File: config.mk
export PLATFORM = sky130hd
export DESIGN_NAME = cmb_buffer_manager
export DESIGN_NICKNAME = d
export VERILOG_FILES = /design/src/hw/cmb_pkg.sv /design/src/hw/cmb_buffer_manager.sv
export SDC_FILE = /design/constraint.sdc
export NUM_CORES = 2
export LEC_CHECK = 0
export ABC_AREA = 0
export BUFFER_PORTS_ARGS = -buffer_cell sky130_fd_sc_hd__buf_2
export CORE_MARGIN = 2
export CORE_UTILIZATION = 40
export DETAILED_ROUTE_END_ITERATION = 8
export PLACE_DENSITY = 0.55
export SLEW_MARGIN = 20
export SYNTH_ARGS = -nofsm -noshare
export SYNTH_HDL_FRONTEND = slang
export SYNTH_SLANG_ARGS = --single-unit
File: constraint.sdc
create_clock -name i_clock -period 8.45 [get_ports i_clock]
set_clock_uncertainty 0.05 [all_clocks]
set_input_delay 1.2675 -clock i_clock [delete_from_list [all_inputs] [get_ports i_clock]]
set_output_delay 1.2675 -clock i_clock [all_outputs]
set_load 0.05 [all_outputs]
File: src/hw/cmb_pkg.sv
// Package: constants for the CAN message buffer manager
package cmb_pkg;
    // ********************************************************
    // Register offsets (byte addresses on the plain port)
    // ********************************************************
    localparam logic [7:0] ADDR_CTRL = 8'h00;       // Control: stamp enable, init, loopback
    localparam logic [7:0] ADDR_TX_FLAG = 8'h01;    // tx_flag_reg
    localparam logic [7:0] ADDR_ABORT_REQ = 8'h02;  // abort_request_reg
    localparam logic [7:0] ADDR_ABORT_ACK = 8'h03;  // abort_ack_reg
    localparam logic [7:0] ADDR_TX_SEL = 8'h04;     // tx_buffer_select_reg
    localparam logic [7:0] ADDR_RX_FLAG = 8'h05;    // rx_flag_reg
    localparam logic [7:0] ADDR_TIMER_LO = 8'h06;   // Live timer, low byte
    localparam logic [7:0] ADDR_TIMER_HI = 8'h07;   // Live timer, high byte
    localparam logic [7:0] ADDR_RX_WIN = 8'h20;     // Foreground receive window base
    localparam logic [7:0] ADDR_TX_WIN = 8'h30;     // tx_buffer_window base
    // ********************************************************
    // Buffer layout
    // ********************************************************
    localparam int NUM_TX = 3;
    localparam int NUM_RX = 5;
    localparam int RX_BYTES = 15;
    localparam int TX_BYTES = 16;
    localparam logic [3:0] IDX_LOCAL_PRIORITY = 4'hD;         // Local priority byte in tx window
    localparam logic [3:0] IDX_STAMP_HI = 4'hE;
    localparam logic [3:0] IDX_STAMP_LO = 4'hF;
    localparam logic [3:0] RX_STAMP_HI = 4'hD;
    localparam logic [3:0] RX_STAMP_LO = 4'hE;
    // ********************************************************
    // Control and status bit positions
    // ********************************************************
    localparam int CTRL_STAMP = 0;
    localparam int CTRL_INIT = 1;
    localparam int CTRL_LOOP = 2;
    localparam int RXF_FULL = 0;
    localparam int RXF_OVR = 1;
    localparam logic [2:0] TX_FLAG_RST = 3'h7;      // All buffers empty after reset
    localparam logic [7:0] CTRL_RST = 8'h02;        // Start in init mode
    localparam logic [15:0] TIMER_RST = 16'h0000;
    // ********************************************************
    // Transmit state machine
    // ********************************************************
    typedef enum logic [1:0] {
        CMB_IDLE = 2'b00,
        CMB_ARB = 2'b01,
        CMB_SEND = 2'b11
    } cmb_tx_e;
endpackage

File: src/hw/cmb_buffer_manager.sv
// Module: message storage of a CAN controller
`timescale 1ns/1ps
// Summary of operation
// - Stamp active buffer on acknowledge when enabled
// - Free-running bit-clock timer, no overflow flag
// - Timer held zero in init mode
// - Tx stamp read-only, gated by empty, select
// - Three tx buffers: 13 bytes, priority, stamp
// - Selected empty buffer mapped to window
// - Schedule ready buffers; set empty when sent
// - Lowest priority value sent first
// - Rescheduled at every arbitration, errors too
// - Abort idle buffer: ack, empty, interrupt
// - Ack flag tells aborted versus sent
// - Five-stage 15-byte rx fifo, foreground visible
// - Rx full while foreground holds message
// - Accepted frame shifted, full flag, interrupt
// - Invalid frame dropped, overwritten next
// - Own frames dropped unless loopback
// - Lost arbitration switches to receiving
// - Full fifo: discard, overrun interrupt
// - Transmit goes on while fifo full
// - Equal priority: lower index first
module cmb_buffer_manager (
    input wire logic i_clock,                       // 250 MHz core clock
    input wire logic i_rst,                         // Synchronous reset, active high
    input wire logic [7:0] i_addr,                  // Register address
    input wire logic [7:0] i_wdata,                 // Write data
    input wire logic i_wr,                          // Write strobe
    input wire logic i_rd,                          // Read strobe
    output logic [7:0] o_rdata,                     // Read data, one cycle after strobe
    input wire logic i_bit_tick,                    // One pulse per CAN bit time
    input wire logic i_sof,                         // Bus free, start of frame next
    input wire logic i_arb_lost,                    // Arbitration lost pulse
    input wire logic i_tx_error,                    // Transmission error pulse
    input wire logic i_tx_done,                     // Own frame acknowledged
    input wire logic i_rx_we,                       // Receive byte strobe
    input wire logic [3:0] i_rx_idx,                // Receive byte index
    input wire logic [7:0] i_rx_byte,               // Receive byte
    input wire logic i_rx_ok,                       // Frame acknowledged on bus
    input wire logic i_rx_accept,                   // Filter accepted identifier
    input wire logic i_rx_own,                      // Frame was our own
    input wire logic [3:0] i_txrd_idx,              // Transmit byte index
    output logic [7:0] o_tx_byte,                   // Transmit byte of active buffer
    output logic o_tx_req,                          // A buffer is being sent
    output logic o_receiving,                       // Receiving after lost arbitration
    output logic o_tx_irq,                          // Transmit event pulse
    output logic o_rx_irq,                          // Receive event pulse
    output logic o_ovr_irq,                         // Overrun event pulse
    output logic o_init_mode                        // Init mode level
);
    import cmb_pkg::*;

    // ********************************************************
    // State
    // ********************************************************
    // Software-visible registers
    logic [7:0] ctrl_q;
    logic [2:0] tx_empty_flag_q;
    logic [2:0] abort_request_q;
    logic [2:0] abort_acknowledge_q;
    logic [2:0] tx_buffer_select_reg_q;

    logic [15:0] timer_q;
    logic [7:0] tx_mem_q [NUM_TX][TX_BYTES];
    logic [7:0] rx_mem_q [NUM_RX][16];

    logic [2:0] bg_q;                               // Background slot index
    logic [2:0] fg_q;                               // Foreground slot index
    logic [2:0] cnt_q;                              // Messages held in the fifo
    logic rx_ovr_q;

    // Scheduler, output regs
    cmb_tx_e st_q;
    logic [1:0] act_q;                              // Buffer under transmission

    logic [7:0] rdata_q;
    logic [7:0] tx_byte_q;

    logic tx_irq_q;
    logic rx_irq_q;
    logic ovr_irq_q;

    logic recv_q;

    // ********************************************************
    // Decode
    // ********************************************************
    // Control fields
    wire stamp_en = ctrl_q[CTRL_STAMP];
    wire init_mode = ctrl_q[CTRL_INIT];
    wire loopback = ctrl_q[CTRL_LOOP];
    // One-hot select: lowest set bit picks the buffer
    wire [1:0] sel_idx = tx_buffer_select_reg_q[0] ? 2'd0 :
                         tx_buffer_select_reg_q[1] ? 2'd1 : 2'd2;
    wire sel_ok = (tx_buffer_select_reg_q != 3'h0) && tx_empty_flag_q[sel_idx];

    // Upper nibble picks a window
    wire tx_win = (i_addr[7:4] == ADDR_TX_WIN[7:4]);
    wire rx_win = (i_addr[7:4] == ADDR_RX_WIN[7:4]);
    wire [3:0] win_idx = i_addr[3:0];
    // Stamp bytes refuse writes; software never alters them
    wire tx_stamp_byte = (win_idx == IDX_STAMP_HI) || (win_idx == IDX_STAMP_LO);
    wire tx_win_wr = i_wr && tx_win && sel_ok && !tx_stamp_byte;

    wire rxfull = (cnt_q != 3'd0);
    wire fifo_full = (cnt_q == 3'(NUM_RX - 1));     // Background slot stays reserved

    // Priority pick among ready buffers, lower index on ties
    wire [2:0] ready = ~tx_empty_flag_q;

    wire [7:0] p0 = tx_mem_q[0][IDX_LOCAL_PRIORITY];
    wire [7:0] p1 = tx_mem_q[1][IDX_LOCAL_PRIORITY];
    wire [7:0] p2 = tx_mem_q[2][IDX_LOCAL_PRIORITY];
    wire w01 = !ready[1] || (ready[0] && p0 <= p1);
    wire [1:0] a01 = w01 ? 2'd0 : 2'd1;
    wire [7:0] pa = w01 ? p0 : p1;

    wire ra = ready[0] || ready[1];
    wire [1:0] win = (ra && (!ready[2] || pa <= p2)) ? a01 : 2'd2;

    // Frame end qualification
    wire rx_take = i_rx_ok && i_rx_accept && (!i_rx_own || loopback);
    wire rx_shift = rx_take && !fifo_full;
    wire rx_drop = rx_take && fifo_full;
    wire rd_release = i_wr && (i_addr == ADDR_RX_FLAG) && i_wdata[RXF_FULL] && rxfull;

    // Ring pointers wrap
    wire [2:0] bg_nx = (bg_q == 3'(NUM_RX - 1)) ? 3'd0 : bg_q + 3'd1;
    wire [2:0] fg_nx = (fg_q == 3'(NUM_RX - 1)) ? 3'd0 : fg_q + 3'd1;

    // Abort only buffers not on the wire
    logic [2:0] busy;
    always_comb begin
        busy = 3'h0;
        if (st_q == CMB_SEND) begin
            busy[act_q] = 1'b1;
        end
    end

    wire [2:0] abort_now = abort_request_q & ready & ~busy;

    // Frame outcome
    wire sent = (st_q == CMB_SEND) && i_tx_done;
    wire fail = (st_q == CMB_SEND) && (i_tx_error || i_arb_lost);

    // ********************************************************
    // Control registers
    // ********************************************************
    always_ff @(posedge i_clock) begin
        if (i_rst) begin
            ctrl_q <= CTRL_RST;
            tx_buffer_select_reg_q <= 3'h0;
        end else begin
            if (i_wr && i_addr == ADDR_CTRL) begin
                ctrl_q <= {5'h0, i_wdata[2:0]};
            end
            // Empty buffers only
            if (i_wr && i_addr == ADDR_TX_SEL) begin
                tx_buffer_select_reg_q <= i_wdata[2:0] & tx_empty_flag_q;
            end
        end
    end

    // ********************************************************
    // Timer
    // ********************************************************
    // Wraps from all ones to zero with no flag raised
    always_ff @(posedge i_clock) begin
        if (i_rst || init_mode) begin
            timer_q <= TIMER_RST;
        end else if (i_bit_tick) begin
            timer_q <= timer_q + 16'd1;
        end
    end

    // ********************************************************
    // Transmit flags, one bit per buffer
    // ********************************************************
    for (genvar b = 0; b < NUM_TX; b++) begin : g_tx
        // Hardware set beats clear
        wire done_b = sent && (act_q == 2'(b));
        wire clr_b = i_wr && (i_addr == ADDR_TX_FLAG) && i_wdata[b] && tx_empty_flag_q[b];
        always_ff @(posedge i_clock) begin
            if (i_rst) begin
                tx_empty_flag_q[b] <= TX_FLAG_RST[b];
                abort_request_q[b] <= 1'b0;
                abort_acknowledge_q[b] <= 1'b0;
            end else if (done_b) begin
                tx_empty_flag_q[b] <= 1'b1;
                abort_acknowledge_q[b] <= 1'b0;
                abort_request_q[b] <= 1'b0;
            end else if (abort_now[b]) begin
                tx_empty_flag_q[b] <= 1'b1;
                abort_acknowledge_q[b] <= 1'b1;
                abort_request_q[b] <= 1'b0;
            end else begin
                if (clr_b) begin
                    tx_empty_flag_q[b] <= 1'b0;
                    abort_acknowledge_q[b] <= 1'b0;
                end
                if (i_wr && i_addr == ADDR_ABORT_REQ && i_wdata[b] && !tx_empty_flag_q[b]) begin
                    abort_request_q[b] <= 1'b1;
                end
            end
        end
    end

    // ********************************************************
    // Transmit buffer storage and stamping
    // ********************************************************
    always_ff @(posedge i_clock) begin
        if (tx_win_wr) begin
            tx_mem_q[sel_idx][win_idx] <= i_wdata;
        end

        // Timer before this tick
        if (sent && stamp_en) begin
            tx_mem_q[act_q][IDX_STAMP_HI] <= timer_q[15:8];
            tx_mem_q[act_q][IDX_STAMP_LO] <= timer_q[7:0];
        end
    end

    // ********************************************************
    // Transmit scheduler
    // ********************************************************
    // Arbitration redone on every start of frame, errors included
    always_ff @(posedge i_clock) begin
        if (i_rst || init_mode) begin
            st_q <= CMB_IDLE;
            act_q <= 2'd0;
            recv_q <= 1'b0;
        end else begin
            case (st_q)
                CMB_IDLE: begin
                    if (ready != 3'h0) begin
                        st_q <= CMB_ARB;
                    end
                end
                CMB_ARB: begin
                    if (ready == 3'h0) begin
                        st_q <= CMB_IDLE;
                    end else if (i_sof) begin
                        act_q <= win;
                        st_q <= CMB_SEND;
                        recv_q <= 1'b0;
                    end
                end
                CMB_SEND: begin
                    if (sent) begin
                        st_q <= CMB_IDLE;
                    end else if (fail) begin
                        st_q <= CMB_ARB;
                        recv_q <= i_arb_lost;
                    end
                end
                default: st_q <= CMB_IDLE;
            endcase

            if (i_rx_ok) begin
                recv_q <= 1'b0;
            end
        end
    end

    // ********************************************************
    // Receive fifo
    // ********************************************************
    // Background slot is written live; bad frames are simply overwritten
    always_ff @(posedge i_clock) begin
        if (i_rx_we && i_rx_idx < 4'(RX_BYTES)) begin
            rx_mem_q[bg_q][i_rx_idx] <= i_rx_byte;
        end

        if (rx_shift && stamp_en) begin
            rx_mem_q[bg_q][RX_STAMP_HI] <= timer_q[15:8];
            rx_mem_q[bg_q][RX_STAMP_LO] <= timer_q[7:0];
        end
    end

    // Transmission is independent of this counter, so a full fifo never stalls it
    always_ff @(posedge i_clock) begin
        if (i_rst) begin
            bg_q <= 3'd0;
            fg_q <= 3'd0;
            cnt_q <= 3'd0;
            rx_ovr_q <= 1'b0;
        end else begin
            if (rx_shift) begin
                bg_q <= bg_nx;
            end

            if (rd_release) begin
                fg_q <= fg_nx;
            end

            cnt_q <= cnt_q + 3'(rx_shift) - 3'(rd_release);

            // Set beats clear
            if (rx_drop) begin
                rx_ovr_q <= 1'b1;
            end else if (i_wr && i_addr == ADDR_RX_FLAG && i_wdata[RXF_OVR]) begin
                rx_ovr_q <= 1'b0;
            end
        end
    end

    // ********************************************************
    // Read mux
    // ********************************************************
    // Closed windows read zero
    wire [7:0] tx_rd = sel_ok ? tx_mem_q[sel_idx][win_idx] : 8'h00;
    wire [7:0] rx_rd = (rxfull && win_idx < 4'(RX_BYTES)) ? rx_mem_q[fg_q][win_idx] : 8'h00;
    logic [7:0] rd_mux;
    always_comb begin
        rd_mux = 8'h00;
        if (tx_win) begin
            rd_mux = tx_rd;
        end else if (rx_win) begin
            rd_mux = rx_rd;
        end else begin
            case (i_addr)
                ADDR_CTRL: rd_mux = ctrl_q;
                ADDR_TX_FLAG: rd_mux = {5'h0, tx_empty_flag_q};
                ADDR_ABORT_REQ: rd_mux = {5'h0, abort_request_q};
                ADDR_ABORT_ACK: rd_mux = {5'h0, abort_acknowledge_q};
                ADDR_TX_SEL: rd_mux = {5'h0, tx_buffer_select_reg_q};
                ADDR_RX_FLAG: rd_mux = {6'h0, rx_ovr_q, rxfull};
                ADDR_TIMER_LO: rd_mux = timer_q[7:0];
                ADDR_TIMER_HI: rd_mux = timer_q[15:8];
                default: rd_mux = 8'h00;
            endcase
        end
    end

    // ********************************************************
    // Output registers
    // ********************************************************
    always_ff @(posedge i_clock) begin
        if (i_rst) begin
            rdata_q <= 8'h00;
            tx_byte_q <= 8'h00;
            tx_irq_q <= 1'b0;
            rx_irq_q <= 1'b0;
            ovr_irq_q <= 1'b0;
        end else begin
            // Stands one cycle only
            rdata_q <= i_rd ? rd_mux : 8'h00;

            tx_byte_q <= tx_mem_q[act_q][i_txrd_idx];

            tx_irq_q <= sent || (abort_now != 3'h0);
            rx_irq_q <= rx_shift;
            ovr_irq_q <= rx_drop;
        end
    end


    // Ports from registers
    assign o_rdata = rdata_q;
    assign o_tx_byte = tx_byte_q;
    assign o_tx_req = st_q[1];                      // SEND alone has bit 1 set
    assign o_receiving = recv_q;
    assign o_tx_irq = tx_irq_q;
    assign o_rx_irq = rx_irq_q;
    assign o_ovr_irq = ovr_irq_q;
    assign o_init_mode = ctrl_q[CTRL_INIT];
endmodule

==> flow_summary.yaml <==
floorplanning:
  dieArea_um2: 134000
  fp-row-count: 132
  ios: 67
  core_area_um2: 130000
  die_height_um: 366
  start_util: 0.404
  die_w_um: 366
drt:
  drtAntennaViolNets: 0
  dr_total_vias: 30900
  via_per_inst: 5.85
  drt-initial-drc-count: 3943
  drcViolationCount: 0
  wl_per_cell_um: 30.4
  first_pass_iters: 6
  wirelength_mm: 161
global_routing:
  gr-total-overflow: 0
  grt_antenna_before_repair: 10
  grt_pass1_vias: 30300
  grt_usage: 0.237
  grt_max_degree: 123
  grt_pass1_wl_mm: 228
cts:
  cts_sinks: 1222
  ctsResizeCount: 0
  worstSkewPairLatency_ns: 0.77
  cts_tree: "done"
  post_cts_buffers: 0
  cts_buffer_depth: 3
  cts-htree-levels: 4
  hold_buffers: 0
  path_clk_slew_ns: 0.06
  root_buffer: "clkbuf_16"
  numCtsBuffers: 135
timing:
  relSlewSlack: 0.144
  rsz0062_at_grt: "false"
  setup_violations: 0
  setup_slack_ns: 3.98
  worst_pin_slew_ns: 1.27
  timing.fmax_mhz: 224
  final_hold_viol_count: 0
  final.min_clock_period_ns: 4.47
  tns_ns: 0
  min_period_over_period: 0.528
  slew_viol_final: 0
run:
  maxCapViolations: 0
synthesis:
  synth_xor_xnor_area_share: 0.00234
  synth_compound_area_frac: 0.0490
  synth-simple-area-share: 0.0590
  synth_fa_ha_area_frac: 0.00588
  synth_area_um2: 52300
  synth.yosys.seq_area_share: 0.688
  synth_top_family_by_area: "multiplexers"
  synth_edf_count: 1152
  synth-seq-cells: 1222
  synthTopCellsByCount: "edfxtp_1 (1152), nand2_1 (339), mux2i_1 (288)"
  ys_types: 75
  ys_async_sr_fraction: 0
  syn_avg_cell_area_um2: 16.3
  yosys.area.top_type_share: 0.661
  yosysMostFrequentCell: "edfxtp_1"
  synth_ff_type: "edfxtp_1"
  muxShareOfSynthArea: 0.174
  synth_top_cell_by_area: "edfxtp_1"
  synth_warnings: 0
  synth_area_leaders: "edfxtp_1 (66%), mux4_2 (11%), mux2i_1 (5.5%)"
  syn_inst: 3206
pwr:
  ir_drop_uv: 192
  power_leakage_nw: 18.8
  power_density_nw_per_um2: 217
hold_path:
  hold_class: "reg2reg"
layout:
  nets: 3496
  drive_gt1_frac: 0.185
  area_delta_synth_final_pct: 13.5
placed_design:
  dp_hpwl_mm: 102
  gp_congestion: 0.884
  io_buffer_count: 66
  post-place-ws_ns: 3.29
setup_path:
  critPathKind: "in2reg"
  cp_data_required_time_ns: 9.03
  path_max_fanout: 56
  cp_data_arrival_time_ns: 5.05
  start_kind: "primary input"
  crit_path_end_kind: "flip-flop"
outcome:
  outcome: "finished, final reports clean"
-- critical path, cell delays in order --
cell	delay, ns
buf_6	0.50
buf_4	0.74
nand2b_1	0.57
nor2_1	0.26
nand3_1	0.14
nor2_1	0.09
ha_1	0.28
inv_1	0.06
ha_1	0.15
inv_1	0.05
fa_1	0.40
xor2_1	0.16
xnor2_1	0.15
nor2_1	0.05
-- power breakdown --
group / switching, mW / total, mW / internal, mW
Combinational: 0.342 / 0.447 / 0.104
Clock: 2.42 / 5.74 / 3.32
Sequential: 0.0200 / 6.72 / 6.70
Total: 2.78 / 12.9 / 10.1
-- per-stage QoR --
stage | cells | cell area, um^2 | hold slack [ns] | utilization | total power, mW
2_1_floorplan | 3357 | 52900 | 0.390 | - | 7.03
3_3_place_gp | 5032 | 55100 | 0.405 | 0.425 | 7.28
3_5_place_dp | 5032 | 55100 | 0.413 | 0.425 | 7.29
4_1_cts | 5274 | 59400 | 0.420 | 0.458 | 13.0
5_1_grt | 5274 | 59400 | 0.454 | 0.458 | 13.2
6_report | 5278 | 59400 | 0.420 | 0.458 | 12.9
-- flip-flops by register name, summed over array words and instances, names as in the netlist, 8 cells and up, named ones only --
signal and flops:
o_rdata 8, o_tx_byte 8, rx_mem_q 640, tx_mem_q 512, timer_q 16
-- final cells by class --
class | instances | area (um^2)
clock inverters | 52 | 473
well taps | 1742 | 2180
flip-flops and latches | 1222 | 36000
fillers | 11300 | 70300
multi-input cells | 1881 | 15800
clock buffers | 190 | 3760
diodes | 4 | 10.0
inverters | 46 | 173
repair buffers | 141 | 947
-- worst paths after layout --
kind / from / to / slack, ns / cells after the start
setup reg to reg: tx_mem_q[0][17] / flip-flop / 4.27 / 15
setup / recovery: i_addr[1] / cnt_q[2] / 3.98 / 14
hold / removal: abort_acknowledge_q[1] / abort_acknowledge_q[1] / 0.42 / 2
hold reg to reg: abort_acknowledge_q[1] / abort_acknowledge_q[1] / 0.42 / 2
-- layout by cell type (no fill, tap or decap), types with 12 or more instances in the layout --
cell | netlist | routed
mux2i_1 | 288 | 288
clkinv_2 | 0 | 13
o2bb2ai_1 | 12 | 12
dfxtp_1 | 70 | 64
nand4_1 | 16 | 16
o21ai_0 | 71 | 71
o211ai_1 | 19 | 19
conb_1 | 1 | 152
and3_1 | 13 | 12
inv_1 | 42 | 42
nor3_1 | 32 | 26
a211oi_1 | 12 | 12
buf_4 | 23 | 76
edfxtp_1 | 1152 | 1152
clkbuf_1 | 109 | 41
mux4_2 | 247 | 247
a221oi_1 | 15 | 15
clkinv_1 | 2 | 21
nor2_1 | 203 | 203
buf_2 | 48 | 61
o22ai_1 | 70 | 70
nand3_1 | 41 | 41
a21oi_1 | 73 | 73
nand2_1 | 339 | 339
nor2b_1 | 15 | 15
a2111oi_0 | 19 | 18
mux2_2 | 56 | 56
ha_1 | 23 | 23
clkbuf_16 | 0 | 138
-- kinds of logic after synthesis --
family,Yosys count
fa+ha+maj,24
simple gates,715
xor+xnor,14
buf+inv,254
mux,593
other cells,1
flops,1222
compound gates,383
-- routing by layer --
| metal | global-route usage | vias up | share of wire |
|---|---|---|---|
| met4 | 0.0685 | 8 | 0.025 |
| met1 | 0.334 | 16200 | 0.42 |
| met2 | 0.374 | 1474 | 0.47 |
| met5 | 0 | - | 0.00034 |
| met3 | 0.0486 | 241 | 0.082 |
| li1 | - | 13000 | - |
No activity file was read; power rests on OpenSTA's default activity.
